<file path="src/design/uart_fifo_channel_regs.vh">
// Register indices, field positions and reset values of the serial channel
`ifndef UART_FIFO_CHANNEL_REGS_VH
`define UART_FIFO_CHANNEL_REGS_VH
`define IDX_DATA        4'h0
`define IDX_IRQ_EN      4'h1
`define IDX_IRQ_ID      4'h2
`define IDX_LINE_FMT    4'h3
`define IDX_MODEM_CTL   4'h4
`define IDX_LINE_STAT   4'h5
`define IDX_MODEM_STAT  4'h6
`define IDX_SCRATCH     4'h7
`define IDX_CONFIG      4'h8
`define IDX_FIFO_SHADOW 4'h9
`define LF_STOP         2
`define LF_PAR_EN       3
`define LF_EVEN         4
`define LF_STICK        5
`define LF_BREAK        6
`define LF_DIV_ACCESS   7
`define MC_OUT_A        2
`define MC_OUT_B        3
`define MC_LOOP         4
`define FC_ENABLE       0
`define FC_RX_CLR       1
`define FC_TX_CLR       2
`define FC_DMA          3
`define IE_RX_DATA      0
`define IE_HOLD_EMPTY   1
`define IE_LINE_STAT    2
`define IE_MODEM_STAT   3
`define CFG_LEGACY      0
`define RESET_BYTE      8'h00
`define RESET_LINE_STAT 8'h60
`define ID_NONE         4'h1
`define ID_LINE_STAT    4'h6
`define ID_RX_DATA      4'h4
`define ID_TIMEOUT      4'hC
`define ID_HOLD_EMPTY   4'h2
`define ID_MODEM_STAT   4'h0
`define TRIG_LVL0       5'h01
`define TRIG_LVL1       5'h04
`define TRIG_LVL2       5'h08
`define TRIG_LVL3       5'h0E
`define SUB_MID         4'h7
`define SUB_LAST        4'hF
`define TIMEOUT_SHIFT   2
`endif

</file>
<file path="src/design/uart_fifo_channel.v">
// Serial channel with 16-byte FIFOs behind an APB register slave
// How it works
// RULE_01: Line format bit 7 redirects offsets 0 and 1 to divisor bytes.
// RULE_02: Data bits go out and come in least significant bit first.
// RULE_03: Legacy mode: transmitter-empty flag follows only the shift register.
// RULE_04: Line format: stop 2, parity 3, even 4, stick 5, break 6, access 7.
// RULE_05: Without FIFOs, FIFO-enabled bits, top ID bit, FIFO-error bit read zero.
// RULE_06: The DMA select bit of FIFO control does nothing.
// RULE_07: General outputs are plain storage; modem control bit 4 selects loopback.
// RULE_08: Legacy mode hides the scratch register from the host.
// RULE_09: Each FIFO control write is copied into a readable shadow register.
// RULE_10: Receive FIFO holds 16 bytes at every trigger level.
// RULE_11: Transmission starts as soon as a byte sits in the transmit FIFO.
// RULE_12: Writes to a full 16-character transmit FIFO are refused.
// RULE_13: Empty transmit FIFO with enable raises transmit interrupt.
// RULE_14: Empty interrupt waits one character unless two bytes coexisted.
// RULE_15: Receive count at trigger level with enable raises an interrupt.
// RULE_16: Full receive FIFO drops further characters and flags overrun.
// RULE_17: Data left untouched four character times raises timeout interrupt.
// RULE_18: Host read or new character clears timeout and restarts its timer.
// RULE_19: Character times are counted in baud reference ticks.
// RULE_20: Holding-empty interrupt clears on data write or ID register read.
// RULE_21: Line status resets to zero with both transmit-empty bits set.
// RULE_22: Trigger codes 00,01,10,11 select 1, 4, 8 and 14 bytes.
// RULE_23: Error flags travel with each character and show at the head.
//
// The implementer's own choice: register access over APB.
`default_nettype none
`include "uart_fifo_channel_regs.vh"
module uart_fifo_channel #(
  parameter FIFO_DEPTH = 16,
  parameter PTR_W      = 4
) (
  input  wire        pclk,
  input  wire        presetn,
  input  wire        psel,
  input  wire        penable,
  input  wire        pwrite,
  input  wire [7:0]  paddr,
  input  wire [31:0] pwdata,
  input  wire [3:0]  pstrb,
  output reg  [31:0] prdata,
  output reg         pready,
  output reg         pslverr,
  input  wire        rxd,
  input  wire        cts_n,
  input  wire        dsr_n,
  input  wire        ri_n,
  input  wire        dcd_n,
  output reg         txd,
  output reg         rts_n,
  output reg         dtr_n,
  output reg         irq
);
  localparam TX_IDLE  = 3'd0;
  localparam TX_START = 3'd1;
  localparam TX_DATA  = 3'd2;
  localparam TX_PAR   = 3'd3;
  localparam TX_STOP  = 3'd4;

  function [7:0] char_ticks;
    input [7:0] fmt;
    reg   [3:0] b;
    begin
      b = 4'd7 + {2'b00, fmt[1:0]} + {3'b000, fmt[`LF_PAR_EN]} +
          {3'b000, fmt[`LF_STOP]};
      char_ticks = {b, 4'h0}; // RULE_19
    end
  endfunction

  reg  [7:0]  line_format_q, irq_en_q, modem_ctl_q, scratch_q;
  reg  [7:0]  div_low_q, div_high_q, fifo_shadow_q;
  reg         fifo_en_q, legacy_q;
  reg  [1:0]  trig_q;
  reg  [4:0]  sync1_q, sync2_q;
  reg  [15:0] baud_cnt_q;
  reg  [2:0]  tx_st_q;
  reg  [3:0]  tx_sub_q;
  reg  [2:0]  tx_bit_q;
  reg  [7:0]  tx_sh_q;
  reg         tx_par_q, line_q;
  reg         multi_q, empty_ok_q, hold_pend_q, ie_hold_q;
  reg  [7:0]  hold_cnt_q;
  reg  [9:0]  to_cnt_q;
  reg         timeout_q, overrun_q;
  reg  [4:0]  err_cnt_q;
  reg  [3:0]  msr_prev_q, dmsr_q;
  reg         pop_ok_q, id_hold_q, oe_seen_q;
  reg  [3:0]  dmsr_seen_q;
  reg  [7:0]  rd_byte;
  reg  [3:0]  id_code;
  reg  [4:0]  trig_lvl;

  wire        div_access = line_format_q[`LF_DIV_ACCESS];
  wire        loop = modem_ctl_q[`MC_LOOP]; // RULE_07
  wire [3:0]  idx = paddr[5:2];
  wire        mapped = (paddr[7:6] == 2'b00) && (paddr[1:0] == 2'b00) &&
                       (idx <= `IDX_FIFO_SHADOW);
  wire        setup = psel && !penable;
  wire        done_xfer = psel && penable && pready;
  wire        wr = done_xfer && pwrite && pstrb[0] && !pslverr;
  wire        rd = done_xfer && !pwrite && !pslverr;
  wire [7:0]  wb = pwdata[7:0];
  wire [15:0] divisor = {div_high_q, div_low_q};
  wire        tick = (divisor != 16'h0000) &&
                     (baud_cnt_q == divisor - 16'h0001);
  wire        rx_pin = loop ? line_q : sync2_q[0];
  wire [3:0]  msr_now = loop ? {modem_ctl_q[`MC_OUT_B],
                                modem_ctl_q[`MC_OUT_A],
                                modem_ctl_q[0], modem_ctl_q[1]} :
                               ~sync2_q[4:1];
  wire        wr_data = wr && idx == `IDX_DATA && !div_access;
  wire        wr_fcr = wr && idx == `IDX_IRQ_ID;
  wire        fen_chg = wr_fcr && (wb[`FC_ENABLE] != fifo_en_q);
  wire        rx_clr = fen_chg || (wr_fcr && wb[`FC_RX_CLR]);
  wire        tx_clr = fen_chg || (wr_fcr && wb[`FC_TX_CLR]);
  wire [4:0]  rx_cnt, tx_cnt;
  wire [10:0] rx_head;
  wire [7:0]  tx_head;
  wire [4:0]  full_lvl = fifo_en_q ? FIFO_DEPTH[4:0] : 5'h01;
  wire        tx_full = tx_cnt >= full_lvl;
  wire        rx_full = rx_cnt >= full_lvl;
  wire        tx_push = wr_data && !tx_full; // RULE_12
  wire        tx_load = (tx_st_q == TX_IDLE) && (tx_cnt != 5'h00);
  wire        rx_done;
  wire [7:0]  rx_data;
  wire        rx_pe, rx_fe, rx_bi;
  wire        rx_push = rx_done && !rx_full; // RULE_10
  wire        rx_pop = rd && idx == `IDX_DATA && !div_access && pop_ok_q;
  wire        rx_any = rx_cnt != 5'h00;
  wire [2:0]  head_err = rx_any ? rx_head[10:8] : 3'b000; // RULE_23
  wire        tx_empty = tx_cnt == 5'h00;
  wire        empty_ok = tx_empty && (hold_cnt_q == 8'h00);
  wire        sh_empty = tx_st_q == TX_IDLE && !tx_load;
  wire        tx_all = legacy_q ? sh_empty : (sh_empty && tx_empty); // RULE_03
  wire        bit_end = tick && tx_sub_q == `SUB_LAST;
  wire [7:0]  ct = char_ticks(line_format_q);
  wire [9:0]  to_limit = {ct, 2'b00} - 10'h001; // RULE_17
  wire        ls_int = irq_en_q[`IE_LINE_STAT] && (overrun_q || |head_err);
  wire        rda_int = irq_en_q[`IE_RX_DATA] &&
                        (fifo_en_q ? rx_cnt >= trig_lvl : rx_any); // RULE_15
  wire        to_int = irq_en_q[`IE_RX_DATA] && fifo_en_q && timeout_q;
  wire        he_int = irq_en_q[`IE_HOLD_EMPTY] && hold_pend_q; // RULE_13
  wire        ms_int = irq_en_q[`IE_MODEM_STAT] && (dmsr_q != 4'h0);
  wire [7:0]  line_stat = {fifo_en_q && err_cnt_q != 5'h00, tx_all, empty_ok,
                           head_err, overrun_q, rx_any}; // RULE_05 RULE_21
  wire [7:0]  id_byte = {fifo_en_q, fifo_en_q, 2'b00, id_code}; // RULE_05
  wire [7:0]  tx_mask = 8'hFF >> (2'd3 - line_format_q[1:0]);
  wire [7:0]  tx_dat = tx_head & tx_mask;

  always @* begin
    case (trig_q)
      2'd0: trig_lvl = `TRIG_LVL0; // RULE_22
      2'd1: trig_lvl = `TRIG_LVL1;
      2'd2: trig_lvl = `TRIG_LVL2;
      default: trig_lvl = `TRIG_LVL3;
    endcase
  end

  always @* begin
    if (ls_int) id_code = `ID_LINE_STAT;
    else if (rda_int) id_code = `ID_RX_DATA;
    else if (to_int) id_code = `ID_TIMEOUT;
    else if (he_int) id_code = `ID_HOLD_EMPTY;
    else if (ms_int) id_code = `ID_MODEM_STAT;
    else id_code = `ID_NONE;
  end

  always @* begin
    rd_byte = 8'h00;
    case (idx)
      `IDX_DATA: rd_byte = div_access ? div_low_q : rx_head[7:0]; // RULE_01
      `IDX_IRQ_EN: rd_byte = div_access ? div_high_q : {4'h0, irq_en_q[3:0]};
      `IDX_IRQ_ID: rd_byte = id_byte;
      `IDX_LINE_FMT: rd_byte = line_format_q;
      `IDX_MODEM_CTL: rd_byte = {3'b000, modem_ctl_q[4:0]};
      `IDX_LINE_STAT: rd_byte = line_stat;
      `IDX_MODEM_STAT: rd_byte = {msr_now, dmsr_q};
      `IDX_SCRATCH: rd_byte = legacy_q ? 8'h00 : scratch_q; // RULE_08
      `IDX_CONFIG: rd_byte = {7'h00, legacy_q};
      `IDX_FIFO_SHADOW: rd_byte = fifo_shadow_q; // RULE_09
      default: rd_byte = 8'h00;
    endcase
  end

  // APB slave: data sampled in setup, one access cycle, side effects at end
  always @(posedge pclk or negedge presetn) begin
    if (!presetn) begin
      prdata <= 32'h0000_0000;
      pready <= 1'b0;
      pslverr <= 1'b0;
      pop_ok_q <= 1'b0;
      id_hold_q <= 1'b0;
      oe_seen_q <= 1'b0;
      dmsr_seen_q <= 4'h0;
    end else begin
      pready <= setup;
      if (setup) begin
        pslverr <= !mapped;
        prdata <= {24'h00_0000, (mapped && !pwrite) ? rd_byte : 8'h00};
        pop_ok_q <= rx_any;
        id_hold_q <= id_code == `ID_HOLD_EMPTY;
        oe_seen_q <= overrun_q;
        dmsr_seen_q <= dmsr_q;
      end
    end
  end

  always @(posedge pclk or negedge presetn) begin
    if (!presetn) begin
      line_format_q <= `RESET_BYTE;
      irq_en_q <= `RESET_BYTE;
      modem_ctl_q <= `RESET_BYTE;
      scratch_q <= `RESET_BYTE;
      div_low_q <= `RESET_BYTE;
      div_high_q <= `RESET_BYTE;
      fifo_shadow_q <= `RESET_BYTE;
      fifo_en_q <= 1'b0;
      trig_q <= 2'b00;
      legacy_q <= 1'b0;
    end else if (wr) begin
      case (idx)
        `IDX_DATA: if (div_access) div_low_q <= wb; // RULE_01
        `IDX_IRQ_EN: begin
          if (div_access) div_high_q <= wb;
          else irq_en_q <= {4'h0, wb[3:0]};
        end
        `IDX_IRQ_ID: begin
          fifo_shadow_q <= wb; // RULE_09
          fifo_en_q <= wb[`FC_ENABLE];
          trig_q <= wb[7:6]; // RULE_06
        end
        `IDX_LINE_FMT: line_format_q <= wb; // RULE_04
        `IDX_MODEM_CTL: modem_ctl_q <= {3'b000, wb[4:0]}; // RULE_07
        `IDX_SCRATCH: if (!legacy_q) scratch_q <= wb; // RULE_08
        `IDX_CONFIG: legacy_q <= wb[`CFG_LEGACY];
        default: legacy_q <= legacy_q;
      endcase
    end
  end

  // Pins, baud divider and modem status deltas
  always @(posedge pclk or negedge presetn) begin
    if (!presetn) begin
      sync1_q <= 5'h1F;
      sync2_q <= 5'h1F;
      baud_cnt_q <= 16'h0000;
      msr_prev_q <= 4'h0;
      dmsr_q <= 4'h0;
      rts_n <= 1'b1;
      dtr_n <= 1'b1;
      txd <= 1'b1;
      irq <= 1'b0;
    end else begin
      sync1_q <= {dcd_n, ri_n, dsr_n, cts_n, rxd};
      sync2_q <= sync1_q;
      if (tick || baud_cnt_q >= divisor - 16'h0001) baud_cnt_q <= 16'h0000;
      else baud_cnt_q <= baud_cnt_q + 16'h0001;
      msr_prev_q <= msr_now;
      dmsr_q <= (rd && idx == `IDX_MODEM_STAT ? dmsr_q & ~dmsr_seen_q : dmsr_q)
                | {msr_now[3] ^ msr_prev_q[3], !msr_now[2] && msr_prev_q[2],
                   msr_now[1] ^ msr_prev_q[1], msr_now[0] ^ msr_prev_q[0]};
      rts_n <= loop | ~modem_ctl_q[1];
      dtr_n <= loop | ~modem_ctl_q[0];
      txd <= loop | line_q;
      irq <= ls_int | rda_int | to_int | he_int | ms_int;
    end
  end

  // Transmit shifter, LSB first, starts whenever the FIFO has data
  always @(posedge pclk or negedge presetn) begin
    if (!presetn) begin
      tx_st_q <= TX_IDLE;
      tx_sub_q <= 4'h0;
      tx_bit_q <= 3'd0;
      tx_sh_q <= 8'h00;
      tx_par_q <= 1'b0;
      line_q <= 1'b1;
    end else begin
      if (tick) tx_sub_q <= tx_sub_q + 1'b1;
      case (tx_st_q)
        TX_IDLE: begin
          if (tx_load) begin // RULE_11
            tx_st_q <= TX_START;
            tx_sub_q <= 4'h0;
            tx_sh_q <= tx_dat;
            tx_par_q <= line_format_q[`LF_STICK] ? ~line_format_q[`LF_EVEN] :
                        (line_format_q[`LF_EVEN] ? ^tx_dat : ~^tx_dat);
          end
        end
        TX_START: if (bit_end) begin
          tx_st_q <= TX_DATA;
          tx_bit_q <= 3'd0;
        end
        TX_DATA: if (bit_end) begin
          tx_sh_q <= {1'b0, tx_sh_q[7:1]}; // RULE_02
          tx_bit_q <= tx_bit_q + 1'b1;
          if (tx_bit_q == {1'b1, line_format_q[1:0]}) begin
            tx_st_q <= line_format_q[`LF_PAR_EN] ? TX_PAR : TX_STOP;
            tx_bit_q <= 3'd0;
          end
        end
        TX_PAR: if (bit_end) tx_st_q <= TX_STOP;
        TX_STOP: if (bit_end) begin
          tx_bit_q <= tx_bit_q + 1'b1;
          if (tx_bit_q[0] == line_format_q[`LF_STOP]) tx_st_q <= TX_IDLE;
        end
        default: tx_st_q <= TX_IDLE;
      endcase
      case (tx_st_q)
        TX_START: line_q <= line_format_q[`LF_BREAK] ? 1'b0 : 1'b0;
        TX_DATA: line_q <= tx_sh_q[0] & ~line_format_q[`LF_BREAK];
        TX_PAR: line_q <= tx_par_q & ~line_format_q[`LF_BREAK];
        default: line_q <= ~line_format_q[`LF_BREAK];
      endcase
    end
  end

  // Holding-empty interrupt with one-character holdoff
  always @(posedge pclk or negedge presetn) begin
    if (!presetn) begin
      multi_q <= 1'b0;
      hold_cnt_q <= 8'h00;
      empty_ok_q <= 1'b1;
      ie_hold_q <= 1'b0;
      hold_pend_q <= 1'b0;
    end else begin
      empty_ok_q <= empty_ok;
      ie_hold_q <= irq_en_q[`IE_HOLD_EMPTY];
      if (tx_push && tx_empty) multi_q <= 1'b0; // RULE_14
      else if (tx_cnt >= 5'h02) multi_q <= 1'b1;
      if (tx_clr) hold_cnt_q <= 8'h00;
      else if (tx_load && !tx_push && tx_cnt == 5'h01 && !multi_q)
        hold_cnt_q <= ct; // RULE_14
      else if (tick && hold_cnt_q != 8'h00)
        hold_cnt_q <= hold_cnt_q - 8'h01;
      if ((empty_ok && !empty_ok_q) ||
          (empty_ok && irq_en_q[`IE_HOLD_EMPTY] && !ie_hold_q))
        hold_pend_q <= 1'b1; // RULE_13
      else if (wr_data || (rd && idx == `IDX_IRQ_ID && id_hold_q))
        hold_pend_q <= 1'b0; // RULE_20
    end
  end

  // Receive side: overrun, error count and character timeout
  always @(posedge pclk or negedge presetn) begin
    if (!presetn) begin
      overrun_q <= 1'b0;
      err_cnt_q <= 5'h00;
      to_cnt_q <= 10'h000;
      timeout_q <= 1'b0;
    end else begin
      if (rx_done && rx_full) overrun_q <= 1'b1; // RULE_16
      else if (rd && idx == `IDX_LINE_STAT && oe_seen_q) overrun_q <= 1'b0;
      if (rx_clr) err_cnt_q <= 5'h00;
      else err_cnt_q <= err_cnt_q +
                        {4'h0, rx_push && (rx_pe | rx_fe | rx_bi)} -
                        {4'h0, rx_pop && (rx_head[10:8] != 3'b000)};
      if (rx_push || rx_pop || !rx_any || rx_clr) begin
        to_cnt_q <= 10'h000; // RULE_18
        timeout_q <= 1'b0;
      end else if (tick && !timeout_q) begin
        to_cnt_q <= to_cnt_q + 10'h001;
        if (to_cnt_q == to_limit) timeout_q <= 1'b1; // RULE_17
      end
    end
  end

  byte_fifo #(.WIDTH(8), .DEPTH(FIFO_DEPTH), .PTR_W(PTR_W)) u_tx_fifo (
    .clk   (pclk),
    .rst_n (presetn),
    .clear (tx_clr),
    .push  (tx_push),
    .din   (wb),
    .pop   (tx_load),
    .head  (tx_head),
    .count (tx_cnt)
  );

  byte_fifo #(.WIDTH(11), .DEPTH(FIFO_DEPTH), .PTR_W(PTR_W)) u_rx_fifo (
    .clk   (pclk),
    .rst_n (presetn),
    .clear (rx_clr),
    .push  (rx_push),
    .din   ({rx_bi, rx_fe, rx_pe, rx_data}),
    .pop   (rx_pop),
    .head  (rx_head),
    .count (rx_cnt)
  );

  rx_deserializer u_rx (
    .clk       (pclk),
    .rst_n     (presetn),
    .tick      (tick),
    .rxd       (rx_pin),
    .word_len  (line_format_q[1:0]),
    .par_en    (line_format_q[`LF_PAR_EN]),
    .even_par  (line_format_q[`LF_EVEN]),
    .stick_par (line_format_q[`LF_STICK]),
    .done      (rx_done),
    .data      (rx_data),
    .par_err   (rx_pe),
    .frame_err (rx_fe),
    .brk       (rx_bi)
  );
endmodule // uart_fifo_channel
`default_nettype wire

</file>
<file path="src/design/byte_fifo.v">
// Small synchronous FIFO with occupancy count and synchronous clear
`default_nettype none
module byte_fifo #(
  parameter WIDTH = 8,
  parameter DEPTH = 16,
  parameter PTR_W = 4
) (
  input  wire             clk,
  input  wire             rst_n,
  input  wire             clear,
  input  wire             push,
  input  wire [WIDTH-1:0] din,
  input  wire             pop,
  output wire [WIDTH-1:0] head,
  output reg  [PTR_W:0]   count
);
  reg [WIDTH-1:0] mem [0:DEPTH-1];
  reg [PTR_W-1:0] wr_q;
  reg [PTR_W-1:0] rd_q;
  wire            do_push;
  wire            do_pop;

  assign do_pop  = pop && (count != {(PTR_W+1){1'b0}});
  assign do_push = push && (count != DEPTH[PTR_W:0]);
  assign head    = mem[rd_q];

  always @(posedge clk) begin
    if (do_push) begin
      mem[wr_q] <= din;
    end
  end

  always @(posedge clk or negedge rst_n) begin
    if (!rst_n) begin
      wr_q  <= {PTR_W{1'b0}};
      rd_q  <= {PTR_W{1'b0}};
      count <= {(PTR_W+1){1'b0}};
    end else if (clear) begin
      wr_q  <= {PTR_W{1'b0}};
      rd_q  <= {PTR_W{1'b0}};
      count <= {(PTR_W+1){1'b0}};
    end else begin
      if (do_push) begin
        wr_q <= wr_q + 1'b1;
      end
      if (do_pop) begin
        rd_q <= rd_q + 1'b1;
      end
      if (do_push && !do_pop) begin
        count <= count + 1'b1;
      end else if (do_pop && !do_push) begin
        count <= count - 1'b1;
      end
    end
  end
endmodule // byte_fifo
`default_nettype wire

</file>
<file path="src/design/rx_deserializer.v">
// Receive shifter: start detect, LSB-first data, parity and stop checks
`default_nettype none
`include "uart_fifo_channel_regs.vh"
module rx_deserializer (
  input  wire       clk,
  input  wire       rst_n,
  input  wire       tick,
  input  wire       rxd,
  input  wire [1:0] word_len,
  input  wire       par_en,
  input  wire       even_par,
  input  wire       stick_par,
  output reg        done,
  output reg  [7:0] data,
  output reg        par_err,
  output reg        frame_err,
  output reg        brk
);
  localparam ST_IDLE  = 3'd0;
  localparam ST_START = 3'd1;
  localparam ST_DATA  = 3'd2;
  localparam ST_PAR   = 3'd3;
  localparam ST_STOP  = 3'd4;
  reg [2:0] st_q;
  reg [3:0] sub_q;
  reg [2:0] bit_q;
  reg [7:0] sh_q;
  reg       xor_q;
  reg       pbit_q;
  wire      expect_par;
  wire      bit_end;

  assign bit_end    = tick && (sub_q == `SUB_LAST);
  assign expect_par = stick_par ? ~even_par : (even_par ? xor_q : ~xor_q);

  always @(posedge clk or negedge rst_n) begin
    if (!rst_n) begin
      st_q <= ST_IDLE;
      sub_q <= 4'h0;
      bit_q <= 3'd0;
      sh_q <= 8'h00;
      xor_q <= 1'b0;
      pbit_q <= 1'b0;
      done <= 1'b0;
      data <= 8'h00;
      par_err <= 1'b0;
      frame_err <= 1'b0;
      brk <= 1'b0;
    end else begin
      done <= 1'b0;
      if (tick) begin
        sub_q <= sub_q + 1'b1;
      end
      case (st_q)
        ST_IDLE: begin
          sub_q <= 4'h0;
          if (tick && !rxd) begin
            st_q <= ST_START;
          end
        end
        ST_START: begin
          if (tick && sub_q == `SUB_MID) begin
            sub_q <= 4'h0;
            bit_q <= 3'd0;
            sh_q <= 8'h00;
            xor_q <= 1'b0;
            pbit_q <= 1'b0;
            st_q <= rxd ? ST_IDLE : ST_DATA;
          end
        end
        ST_DATA: begin
          if (bit_end) begin
            sh_q[bit_q] <= rxd; // RULE_02
            xor_q <= xor_q ^ rxd;
            bit_q <= bit_q + 1'b1;
            if (bit_q == {1'b1, word_len}) begin
              st_q <= par_en ? ST_PAR : ST_STOP;
            end
          end
        end
        ST_PAR: begin
          if (bit_end) begin
            pbit_q <= rxd;
            st_q <= ST_STOP;
          end
        end
        ST_STOP: begin
          if (bit_end) begin
            done <= 1'b1;
            data <= sh_q;
            par_err <= par_en && (pbit_q != expect_par);
            frame_err <= ~rxd;
            brk <= ~rxd && (sh_q == 8'h00) && !pbit_q;
            st_q <= ST_IDLE;
          end
        end
        default: st_q <= ST_IDLE;
      endcase
    end
  end
endmodule // rx_deserializer
`default_nettype wire

</file>
<file path="config.mk">
export PLATFORM = sky130hd
export DESIGN_NAME = uart_fifo_channel
export DESIGN_NICKNAME = d
export VERILOG_FILES = /design/src/design/uart_fifo_channel.v /design/src/design/byte_fifo.v /design/src/design/rx_deserializer.v
export VERILOG_INCLUDE_DIRS = /design/src /design/src/design
export SDC_FILE = /design/constraint.sdc
export NUM_CORES = 1
export LEC_CHECK = 0
export BUFFER_PORTS_ARGS = -buffer_cell sky130_fd_sc_hd__buf_2
export CELL_PAD_IN_SITES_DETAIL_PLACEMENT = 1
export CELL_PAD_IN_SITES_GLOBAL_PLACEMENT = 1
export CORE_ASPECT_RATIO = 1.75
export CORE_MARGIN = 2
export CORE_UTILIZATION = 50
export CTS_CLUSTER_SIZE = 10
export DETAILED_ROUTE_END_ITERATION = 7
export GPL_TIMING_DRIVEN = 1
export PLACE_DENSITY_LB_ADDON = 0.1
export SYNTH_ARGS = -nofsm -noshare
export SYNTH_HDL_FRONTEND = slang
export SYNTH_SLANG_ARGS = --single-unit
export TNS_END_PERCENT = 100
</file>
<file path="constraint.sdc">
create_clock -name pclk -period 6 [get_ports pclk]
set_input_delay 0 -clock pclk [delete_from_list [all_inputs] [get_ports pclk]]
set_output_delay 0 -clock pclk [all_outputs]
set_load 0.03 [all_outputs]
</file>
==> results.txt, run 1 <==
Layout cell share with drive strength beyond 1 = 16.0%
Hold Violations, Final = 0
Top-area cell type share of the netlist area = 38.8%
Ys Warns = 0
Post-synthesis sequential area ratio = 61.5%
Fillers = 4481
IO Port Bufs = 40
Slew headroom = 25.1%
RSZ-0062 raised after global routing = no
CTS tree = yes
Tmin final = 5.01 ns
Register area = 14500 µm²
CP Launch Type = flop
Initial DRT Pass Iterations = 5
DRC Markers = 0
P&R area growth vs syn = 11.4%
Avg Inst Size Synth = 13.9 µm²
Worst vdd ir = 0.285 mV
Vias in the first global route = 15900
Final setup vio count = 0
Post-synthesis cell type count = 81
Initial DRC count = 650
Post-cts gate resize count = 0
Pin count of the biggest net entering global routing = 121
CP Capture Type = flop
First-pass GRT wire length = 95300 µm
Core Area = 46600 µm²
Reg2Reg Setup Slack = 0.99 ns
DRT Wirelength = 61500 µm
Worst slew pin tran = 1.12 ns
Post-CTS setup buffer count = 0
Die area = 48800 µm²
FF-to-FF path depth = 15
Die Wd = 168 µm
Mapped Cells = 1692
Final ANT Viol Nets = 0
Final Cycle Share = 83.5%
Drt via density = 5.90
Largest area contributor in the netlist = edfxtp_1
H-tree levels = 2
Run status = complete, no violations
Worst hold-check path type = input pin to asynchronous set/reset pin
CP endpoint = u_rx.st_q[1]
Leakage Power = 9.57 nW
Critical Path RT = 6.51 ns
GP Congestion = 0.891
WS Path Type = flop to flop
Initial core utilization = 50.4%
Die H = 291 µm
Inserted Clock Buffers = 57
Clk root buf = clkbuf_16
RR Startpoint = div_low_q[2]
CTS clk-pin slew, worst paths = 0.06 ns
PD cells = 277 nW/µm²
Clock skew = 0.0269 ns
Area of the multi-input gates = 8420 µm²
Non-filler cells in the finished layout = 2414
Worst Setup SP = div_low_q[2]
Max-cap viol count = 0
Avg WL per Cell = 25.5 µm
Placed Instances = 2282
Top_reg_cell synth = edfxtp_1
Synth area leaders = edfxtp_1 (39%), dfrtp_1 (21%), mux4_2 (6.7%), ha_1 (3.2%), mux2_2 (2.6%)
Clk sinks = 516
Nets = 1895
IO Count = 92
Synth async-reset ratio = 41.1%
FMAX = 0.200 GHz
Max clock buf depth = 3
Via count = 14300
Synth Cell Area = 23500 µm²
Initial antenna violation count = 0
FF-to-FF End = u_rx.st_q[1]
Synthesized flop and latch total = 516
Post-synth EDFFs = 304
Overall Global Routing Usage = 26.0%
Setup_tns = 0 ns
Slew Viols, Final = 0
Hpwl dp = 44100 µm
Clock Latency Late Sink = 0.60 ns
Total congestion overflow = 0
Num rows = 105
Worst-path fanout max = 8
Critical path data arrival time = 5.52 ns
area by class of cell:
cell class	count	share of cell area (%)
Clock inverter	1	0.0334
Timing Repair Buffer	93	2.60
Antenna cell	1	0.00956
Multi-Input combinational cell	1050	32.2
Inverter	59	0.846
Tap cell	588	2.81
Sequential cell	516	55.2
Clock buffer	106	6.35
how the worst min path moves through the flow:
stage / start / endpoint / slack (ns) / cells after the start
finish: presetn / baud_cnt_q[8] / 0.01 / 2
global route: ri_n / sync1_q[3] / 0.06 / 2
CTS: dsr_n / sync1_q[2] / 0.03 / 2
detailed placement: cts_n / sync1_q[1] / 0.11 / 1
global placement: rxd / sync1_q[0] / 0.10 / 1
floorplan: presetn / baud_cnt_q[0] / -0.30 / 0
per-layer routing:
layer,vias up,part of all wire [%],GRT usage (%)
met2,246,57,51.0
met3,136,2.4,2.67
met1,7439,35,26.5
met5,-,0,0
met4,0,5.9,14.0
li1,6429,-,-
per-stage QoR:
stage               power, mW  util [%]  instance area (µm²)  setup WS [ns]  hold slack [ns]
floorplan                4.00         -                23600           1.84           -0.296
global placement         4.08      52.0                24300           1.19            0.104
detailed placement       4.09      52.0                24300           1.00            0.107
CTS                      7.31      56.1                26200          0.957           0.0346
global route             7.45      56.1                26200          0.532           0.0553
finish                   7.24      56.2                26200          0.990          0.00952
synthesized netlist by cell type, types with 24 or more instances:
| library cell | number |
|---|---|
| edfxtp_1 | 304 |
| dfrtp_1 | 197 |
| nor2_1 | 131 |
| nand2_1 | 110 |
| mux4_2 | 70 |
| ha_1 | 61 |
| o21ai_0 | 60 |
| inv_1 | 59 |
| mux2i_1 | 57 |
| mux2_2 | 54 |
| xnor2_1 | 52 |
| nand3_1 | 43 |
| a21oi_1 | 41 |
| clkbuf_1 | 40 |
| xor2_1 | 40 |
| buf_4 | 24 |
| nand4_1 | 24 |
| nor3_1 | 24 |
power by group:
group	leakage, nW	total, mW	internal (mW)	switching, mW
Combinational	3.77	0.241	0.0782	0.163
Sequential	5.00	3.79	3.77	0.0208
Clock	0.793	3.21	1.84	1.37
critical path, stage by stage (launching register included):
cell and delay [ns]:
dfrtp_1 0.44, or4_1 0.64, nor3_1 0.31, nand2_1 0.20
nor4_1 0.37, xnor2_1 0.15, ha_1 0.31, nand4_1 0.13
or4_1 0.60, a211oi_4 0.35, buf_4 0.25, nand3_1 0.18
o21a_1 0.22, nor3_1 0.47, nand3_1 0.14, a21oi_1 0.15
flip-flops by register name, summed over array words and instances (netlist names), 10 cells and up:
register,cells
to_cnt_q,10
u_tx_fifo.mem,128
u_rx_fifo.mem,176
baud_cnt_q,16
cell usage in the layout (no fill, tap or decap), types with 28 or more instances in the layout:
| master | n |
|---|---|
| a21oi_1 | 41 |
| buf_2 | 39 |
| buf_4 | 28 |
| clkbuf_1 | 46 |
| clkbuf_16 | 59 |
| dfrtp_1 | 194 |
| edfxtp_1 | 304 |
| ha_1 | 61 |
| inv_1 | 59 |
| mux2_2 | 54 |
| mux2i_1 | 57 |
| mux4_2 | 70 |
| nand2_1 | 110 |
| nand3_1 | 43 |
| nor2_1 | 131 |
| o21ai_0 | 60 |
| xnor2_1 | 52 |
| xor2_1 | 40 |
kinds of logic after synthesis:
family                   after synthesis  synth area share (%)
AO/OA/AOI/OAI                        235                  6.89
multiplexers                         185                  12.2
adder cells (fa/ha/maj)               64                  3.50
XOR/XNOR                              92                  3.43
buffers and inverters                149                  3.07
AND/OR/NAND/NOR                      450                  9.45
flip-flops                           516                  61.5
other                                  1                0.0160
repair_timing:
action | 4_1_cts | 5_1_grt
hold buffers | 24 | 0
hold endpoints to repair | 251 | 0
endpoints found under the setup margin | 0 | 0
(Power assumes the default switching activity.)
==> run 2: changes to the inputs <==
Settings changed: ABC_AREA set to 1, CORE_UTILIZATION 50 to 44.
Clock period 6 ns to 4.55 ns, I/O delays scaled along.
==> run 2 against run 1 <==
Compared with the run above:
- the flow now finishes with violations (hold timing)
- count of clock-buffer cells in the layout rose by 1
- worst setup slack got worse by 0.47 ns
- combinational power rose by 48%
- critical path depth rose by 9
- total power rose by 34%
- largest power group unchanged
- highest routed layer unchanged
==> results.txt, run 2 <==
Sequential share of power = 51.4% (-0.9 points)
WS Path Type = flop to flop
Synthesized flop and latch total = 516 (unchanged)
Worst-path fanout max = 19 (+11)
IO Count = 92 (unchanged)
Count leader, synth = nand2_1
Run status = complete, but fails checks
P_int = 7.55 mW (+33%)
Post-CTS setup buffer count = 0 (unchanged)
Hold Violations, Final = 8 (+8)
Die area = 57700 µm² (+18%)
CP Capture Type = flop
Worst vdd ir = 0.353 mV (+24%)
CTS tree = yes
Synth async-reset ratio = 41.1% (unchanged)
GP Congestion = 0.926 (+3.9%)
Max-cap viol count = 0 (unchanged)
Comb power frac = 3.7% (+0.4 points)
Total congestion overflow = 0 (unchanged)
Critical Path RT = 5.04 ns (-1.47 ns)
Synth area leaders = edfxtp_1 (37%), dfrtp_1 (20%), nand2_1 (8.1%), nor2_1 (4.9%), o21ai_0 (4.4%)
Post-synthesis sequential area ratio = 58.9% (-2.5 points)
Vias in the first global route = 20300 (+28%)
Critical path data arrival time = 4.52 ns (-1.00 ns)
Overall Global Routing Usage = 25.5% (-0.49 points)
Net Sw Frac = 22.4% (+0.94 points)
Total chip power = 9.73 mW (+34%)
Tmin final = 4.03 ns (-0.980 ns)
DRT Wirelength = 72200 µm (+18%)
Clock skew = 0.0207 ns (-0.00620 ns)
FF-to-FF path depth = 24 (+9)
Clock share of power = 45.0% (+0.7 points)
Initial core utilization = 44.4% (-6.0 points)
Top cells by count, synth = nand2_1 (532), nor2_1 (321), edfxtp_1 (304)
Biggest regs = u_rx_fifo.mem (176), u_tx_fifo.mem (128), baud_cnt_q (16)
Max FFs per register = 176 (unchanged)
Final setup vio count = 0 (unchanged)
Post-synthesis cell type count = 61 (-25%)
Inserted Clock Buffers = 58 (+1.8%)
PD cells = 354 nW/µm² (+28%)
Pin count of the biggest net entering global routing = 114 (-5.8%)
P&R area growth vs syn = 12.1%
N_diodes = 0 (-1)
Final ANT Viol Nets = 0 (unchanged)
Setup_tns = 0 ns (unchanged)
Ys Warns = 0 (unchanged)
Avg WL per Cell = 21.4 µm (-16%)
Num rows = 114 (+8.6%)
IO Port Bufs = 40 (unchanged)
Max clock buf depth = 3 (unchanged)
Avg Inst Size Synth = 9.65 µm² (-31%)
Final Cycle Share = 88.6% (+5.1 points)
NetSw = 2.18 mW (+40%)
Die H = 316 µm (+8.8%)
Initial DRC count = 1066 (+64%)
DRC Markers = 0 (unchanged)
Initial antenna violation count = 0 (unchanged)
Synth Cell Area = 24500 µm² (+4.3%)
Clock Latency Late Sink = 0.63 ns (+0.03 ns)
Clk root buf = clkbuf_16
Nets = 2751 (+45%)
Failing checks = hold timing
Hold Slack = -0.0276 ns (-0.0371 ns)
Leakage Power = 11.3 nW (+18%)
Most frequent cells in the layout = nand2_1 (531), nor2_1 (321), edfxtp_1 (304)
Mapped Cells = 2542 (+50%)
Largest area contributor in the netlist = edfxtp_1
Largest register by flop count = u_rx_fifo.mem
Core Area = 55200 µm² (+18%)
FMAX = 0.248 GHz (+24%)
Worst hold-check path type = input pin to asynchronous set/reset pin
Hpwl dp = 50600 µm (+15%)
Drt via density = 5.56 (-5.8%)
H-tree levels = 2 (unchanged)
Most common cell after layout, fill and taps aside = nand2_1
Fillers = 6241 (+39%)
Initial DRT Pass Iterations = 5 (unchanged)
Worst slew pin tran = 1.10 ns (-0.0165 ns)
CP Launch Type = flop
Via count = 18800 (+32%)
Top-area cell type share of the netlist area = 37.2% (-1.6 points)
Top_reg_cell synth = edfxtp_1
Clk sinks = 516 (unchanged)
First-pass GRT wire length = 114000 µm (+19%)
Layout cell share with drive strength beyond 1 = 9.06% (-6.9 points)
Slew headroom = 26.2% (+1.1 points)
Die Wd = 182 µm (+8.7%)
Slew Viols, Final = 0 (unchanged)
Post-synth EDFFs = 304 (unchanged)
RSZ-0062 raised after global routing = no
CTS clk-pin slew, worst paths = 0.06 ns (about the same)
[run 2: cell types whose count changed in the layout (fill, tap and decap cells not counted), moves of 18 or more]
cell      delta
and2_1      -22
inv_1      +187
mux2_2      -54
mux2i_1     -57
mux4_2      -70
nand2_1    +421
nand2b_1    -21
nand3_1     +93
nor2_1     +190
o211ai_1    +25
o21ai_0    +158
o221ai_1    +18
o22ai_1     +22
xnor2_1     -37
[run 2: layout make-up]
class	instances	area (µm²)	share of cell area (%)
Inverter	270	1010	3.69
Multi-Input combinational cell	1677	8580	31.2
Clock inverter	3	58.8	0.214
Timing Repair Buffer	110	833	3.03
Sequential cell	516	14500	52.6
Clock buffer	107	1680	6.09
Tap cell	696	871	3.17
[run 2: kinds of logic after synthesis]
group	count (synthesis)	synth area share, %
simple gates	1116	19.4
flops	516	58.9
buf+inv	372	6.54
xor+xnor	48	1.71
compound gates	425	10.0
other cells	1	0.0153
fa+ha+maj	64	3.36
[run 2: metrics by stage]
step | instances | util (%) | setup slack (ns) | cell area (µm²)
CTS | 3379 | 49.8 | 0.296 | 27500
floorplan | 2565 | - | 1.19 | 24600
global placement | 3240 | 46.1 | 0.486 | 25400
detailed placement | 3240 | 46.1 | 0.340 | 25400
finish | 3379 | 49.8 | 0.520 | 27500
global route | 3379 | 49.8 | 0.0547 | 27500
[run 2: worst max-delay path, cell delays in order, from the launching register on]
cell and delay, ns:
dfrtp_1 0.44, nor2_1 0.13, nand2_1 0.09, nor3_2 0.18, nand3_1 0.15, inv_1 0.11
nand3_1 0.12, nor3_1 0.25, nand3b_1 0.13, xor2_1 0.15, inv_1 0.06, ha_1 0.30
nand2_1 0.10, nor2_1 0.20, nand2_1 0.09, nor3_2 0.15, nand2_2 0.18, inv_2 0.15
nand4_2 0.13, o21ai_2 0.18, nand2_4 0.16, inv_2 0.18, nand3_1 0.09, o21ai_1 0.09
a21oi_1 0.06
[run 2: worst paths after layout]
kind	end	startpoint	slack (ns)
max	u_rx.bit_q[2]	div_low_q[2]	0.52
min	to_cnt_q[0]	presetn	-0.03
max reg2reg	u_rx.bit_q[2]	div_low_q[2]	0.52
min reg2reg	sync2_q[4]	sync1_q[4]	0.35
max in group asynchronous	u_rx_fifo.rd_q[0]	presetn	3.28
min in group pclk	sync1_q[3]	ri_n	0.03
[run 2: power groups by stage]
stage | clock (mW) | combinational, mW | sequential, mW
6_report | 4.37 | 0.357 | 5.00
5_1_grt | 4.63 | 0.400 | 5.00
4_1_cts | 4.46 | 0.362 | 5.00
3_5_place_dp | 0 | 0.343 | 5.09
3_3_place_gp | 0 | 0.330 | 5.09
2_1_floorplan | 0 | 0.202 | 5.09
[run 2: metal layers]
layer  up-vias  wire length (µm)  track usage [%]
li1       8713                 -                -
met1      9584             28200             29.0
met2       328             38600             47.6
met3       161              1980             2.69
met4         0              3500             12.1
met5         -                 0                0
[run 2: repair_timing]
action	4_1_cts	5_1_grt
setup endpoints to repair	0	15
hold buffers	29	0
endpoints found under the hold margin	260	0
resized for setup	0	5
==> run 3: changes to the inputs <==
Settings changed: MAX_ROUTING_LAYER set to met4.
==> run 3 against run 2 <==
Compared with the run above:
- worst hold slack better by 0.063 ns
- wire length is 0.61% lower
- clock skew fell by 0.00089 ns
- count of clock-buffer cells in the layout fell by 6
- the run now ends clean
- largest cell class unchanged
- register-to-register slack improved by 0.03 ns
- final cell count down 0.30%
- worst setup slack gained 0.028 ns
- global-route usage grew 0.54 points
- sequential power barely moved
- non-clock buffer count is 5 lower
==> results.txt, run 3 (synthesis results as in run 2) <==
Total congestion overflow = 0 (unchanged)
H-tree levels = 2 (unchanged)
Drt via density = 5.47 (-1.6%)
Die H = 316 µm (unchanged)
IO Count = 92 (unchanged)
Critical path data arrival time = 4.49 ns (-0.03 ns)
Initial DRC count = 1034 (-3.0%)
DRC Markers = 0 (unchanged)
Tmin final = 4.00 ns (-0.0283 ns)
Final ANT Viol Nets = 0 (unchanged)
Dpl ws = 0.292 ns (-0.0478 ns)
Core Area = 55200 µm² (unchanged)
PD cells = 353 nW/µm² (-0.21%)
Layout cell share with drive strength beyond 1 = 8.94% (-0.12 points)
RSZ-0062 raised after global routing = no
Post-CTS setup buffer count = 0 (unchanged)
Pin count of the biggest net entering global routing = 127 (+11%)
Hold Violations, Final = 0 (-8)
Biggest regs = u_rx_fifo.mem (176), u_tx_fifo.mem (128), baud_cnt_q (16)
Max FFs per register = 176 (unchanged)
Inserted Clock Buffers = 58 (unchanged)
Slew Viols, Final = 0 (unchanged)
N_diodes = 0 (unchanged)
Run status = complete, no violations
Initial antenna violation count = 0 (unchanged)
Max-cap viol count = 0 (unchanged)
Num rows = 114 (unchanged)
Worst slew pin tran = 1.15 ns (+0.0532 ns)
CP Launch Type = flop
Vias in the first global route = 19900 (-2.2%)
Clock skew = 0.0198 ns (-0.000888 ns)
Leakage Power = 11.3 nW (-0.39%)
First-pass GRT wire length = 113000 µm (-0.78%)
Die Wd = 182 µm (unchanged)
Avg WL per Cell = 21.3 µm (-0.32%)
Nets = 2746 (-0.18%)
Critical Path RT = 5.04 ns (about the same)
Worst vdd ir = 0.287 mV (-19%)
Most frequent cells in the layout = nand2_1 (531), nor2_1 (320), edfxtp_1 (304)
CP Capture Type = flop
Initial core utilization = 44.4% (unchanged)
Post-layout util = 49.6% (-0.19 points)
Worst hold-check path type = input pin to asynchronous set/reset pin
P&R area growth vs syn = 11.7%
Setup_tns = 0 ns (unchanged)
CTS tree = yes
Die area = 57700 µm² (unchanged)
Most frequent CP cell = inv_1
Critical path's largest stage delay = 0.38 ns (-0.06 ns)
NetSw = 2.18 mW (+0.29%)
Hold Slack = 0.0353 ns (+0.0629 ns)
Largest register by flop count = u_rx_fifo.mem
Crit-path slowest cell = dfrtp_1
Slew headroom = 21.1% (-5.0 points)
CTS clk-pin slew, worst paths = 0.06 ns (about the same)
Sequential share of power = 51.7% (+0.3 points)
Overall Global Routing Usage = 26.0% (+0.54 points)
P_int = 7.49 mW (-0.83%)
GP Congestion = 0.917 (-0.97%)
DRT Wirelength = 71800 µm (-0.61%)
Most common cell after layout, fill and taps aside = nand2_1
WS Path Type = flop to flop
Net Sw Frac = 22.6% (+0.20 points)
Post-route setup slack = 0.548 ns (+0.0283 ns)
Clock Latency Late Sink = 0.63 ns (about the same)
CP cell instances = inv_1, ha_1, inv_1, nor2_1, inv_1, nor4_2, nand2_1, nor3_1, xor2_1, inv_1, ha_1, nand2_1, nor2_2, nand2_1, nor3_2, nand2_2, inv_2, nand4_2, o21ai_2, nand2_4, inv_2, nand3_1, o21ai_1, a21oi_1
Initial DRT Pass Iterations = 5 (unchanged)
Hpwl dp = 49800 µm (-1.6%)
Clk sinks = 516 (unchanged)
Final setup vio count = 0 (unchanged)
IO Port Bufs = 40 (unchanged)
Comb power frac = 3.7% (about the same)
FMAX = 0.250 GHz (+0.71%)
Final Cycle Share = 87.9% (-0.62 points)
Worst-path fanout max = 19 (unchanged)
Clock share of power = 44.6% (-0.4 points)
Via count = 18400 (-1.9%)
Max clock buf depth = 3 (unchanged)
Clk root buf = clkbuf_16
Reg2Reg Setup Slack = 0.55 ns (+0.03 ns)
[run 3: changes by cell type in the layout (fill, tap and decap cells not counted), sizes merged]
cell / delta
buf: -2
clkbuf: -6
inv: +1
dlygate4sd3: -3
[run 3: path summary, 6_finish.rpt]
check                             start             to  cells after the start
min                             presetn    to_cnt_q[0]                      2
max                        div_low_q[0]  u_rx.bit_q[2]                     24
max reg2reg                div_low_q[0]  u_rx.bit_q[2]                     24
min reg2reg                  sync1_q[1]     sync2_q[1]                      0
min in group pclk                 dsr_n     sync1_q[2]                      2
max in group asynchronous       presetn   err_cnt_q[3]                      3
[run 3: stage by stage]
| stage | total power [mW] | area [µm²] | cells |
|---|---|---|---|
| 2_1_floorplan | 5.29 | 24600 | 2565 |
| 3_3_place_gp | 5.42 | 25400 | 3238 |
| 3_5_place_dp | 5.43 | 25400 | 3238 |
| 4_1_cts | 9.76 | 27400 | 3369 |
| 5_1_grt | 9.97 | 27400 | 3369 |
| 6_report | 9.67 | 27400 | 3369 |
[run 3: cell type report]
cell class | count | area [µm²]
Multi-Input combinational cell | 1677 | 8580
Timing Repair Buffer | 105 | 776
Clock inverter | 4 | 67.6
Clock buffer | 101 | 1620
Fill cell | 6176 | 27800
Sequential cell | 516 | 14500
Inverter | 270 | 1010
Tap cell | 696 | 871
[run 3: power by group through the flow]
| stage | Sequential, mW | Clock (mW) | Combinational [mW] |
|---|---|---|---|
| floorplan | 5.09 | 0 | 0.202 |
| global placement | 5.09 | 0 | 0.330 |
| detailed placement | 5.09 | 0 | 0.345 |
| CTS | 5.00 | 4.40 | 0.364 |
| global route | 5.00 | 4.57 | 0.401 |
| finish | 5.00 | 4.31 | 0.360 |
[run 3: routing by layer]
metal / vias to the layer above / GRT usage (%) / wire (µm)
met5: - / - / 0
met4: 0 / 11.5 / 3420
met3: 163 / 2.43 / 2020
met2: 315 / 47.3 / 38400
met1: 9272 / 29.0 / 28000
li1: 8685 / - / -
[run 3: worst max-delay path, delay by kind of cell (launching register included)]
kind / cells / cell delay, ns
compound gates: 3 / 0.34
xor+xnor: 1 / 0.18
fa+ha+maj: 2 / 0.48
buf+inv: 6 / 0.68
flops: 1 / 0.38
simple gates: 12 / 1.80
[run 3: repair_timing]
item | 4_1_cts | 5_1_grt
hold buffers | 26 | 0
setup endpoints to repair | 0 | 19
endpoints found under the hold margin | 260 | 0
gates resized for setup | 0 | 5
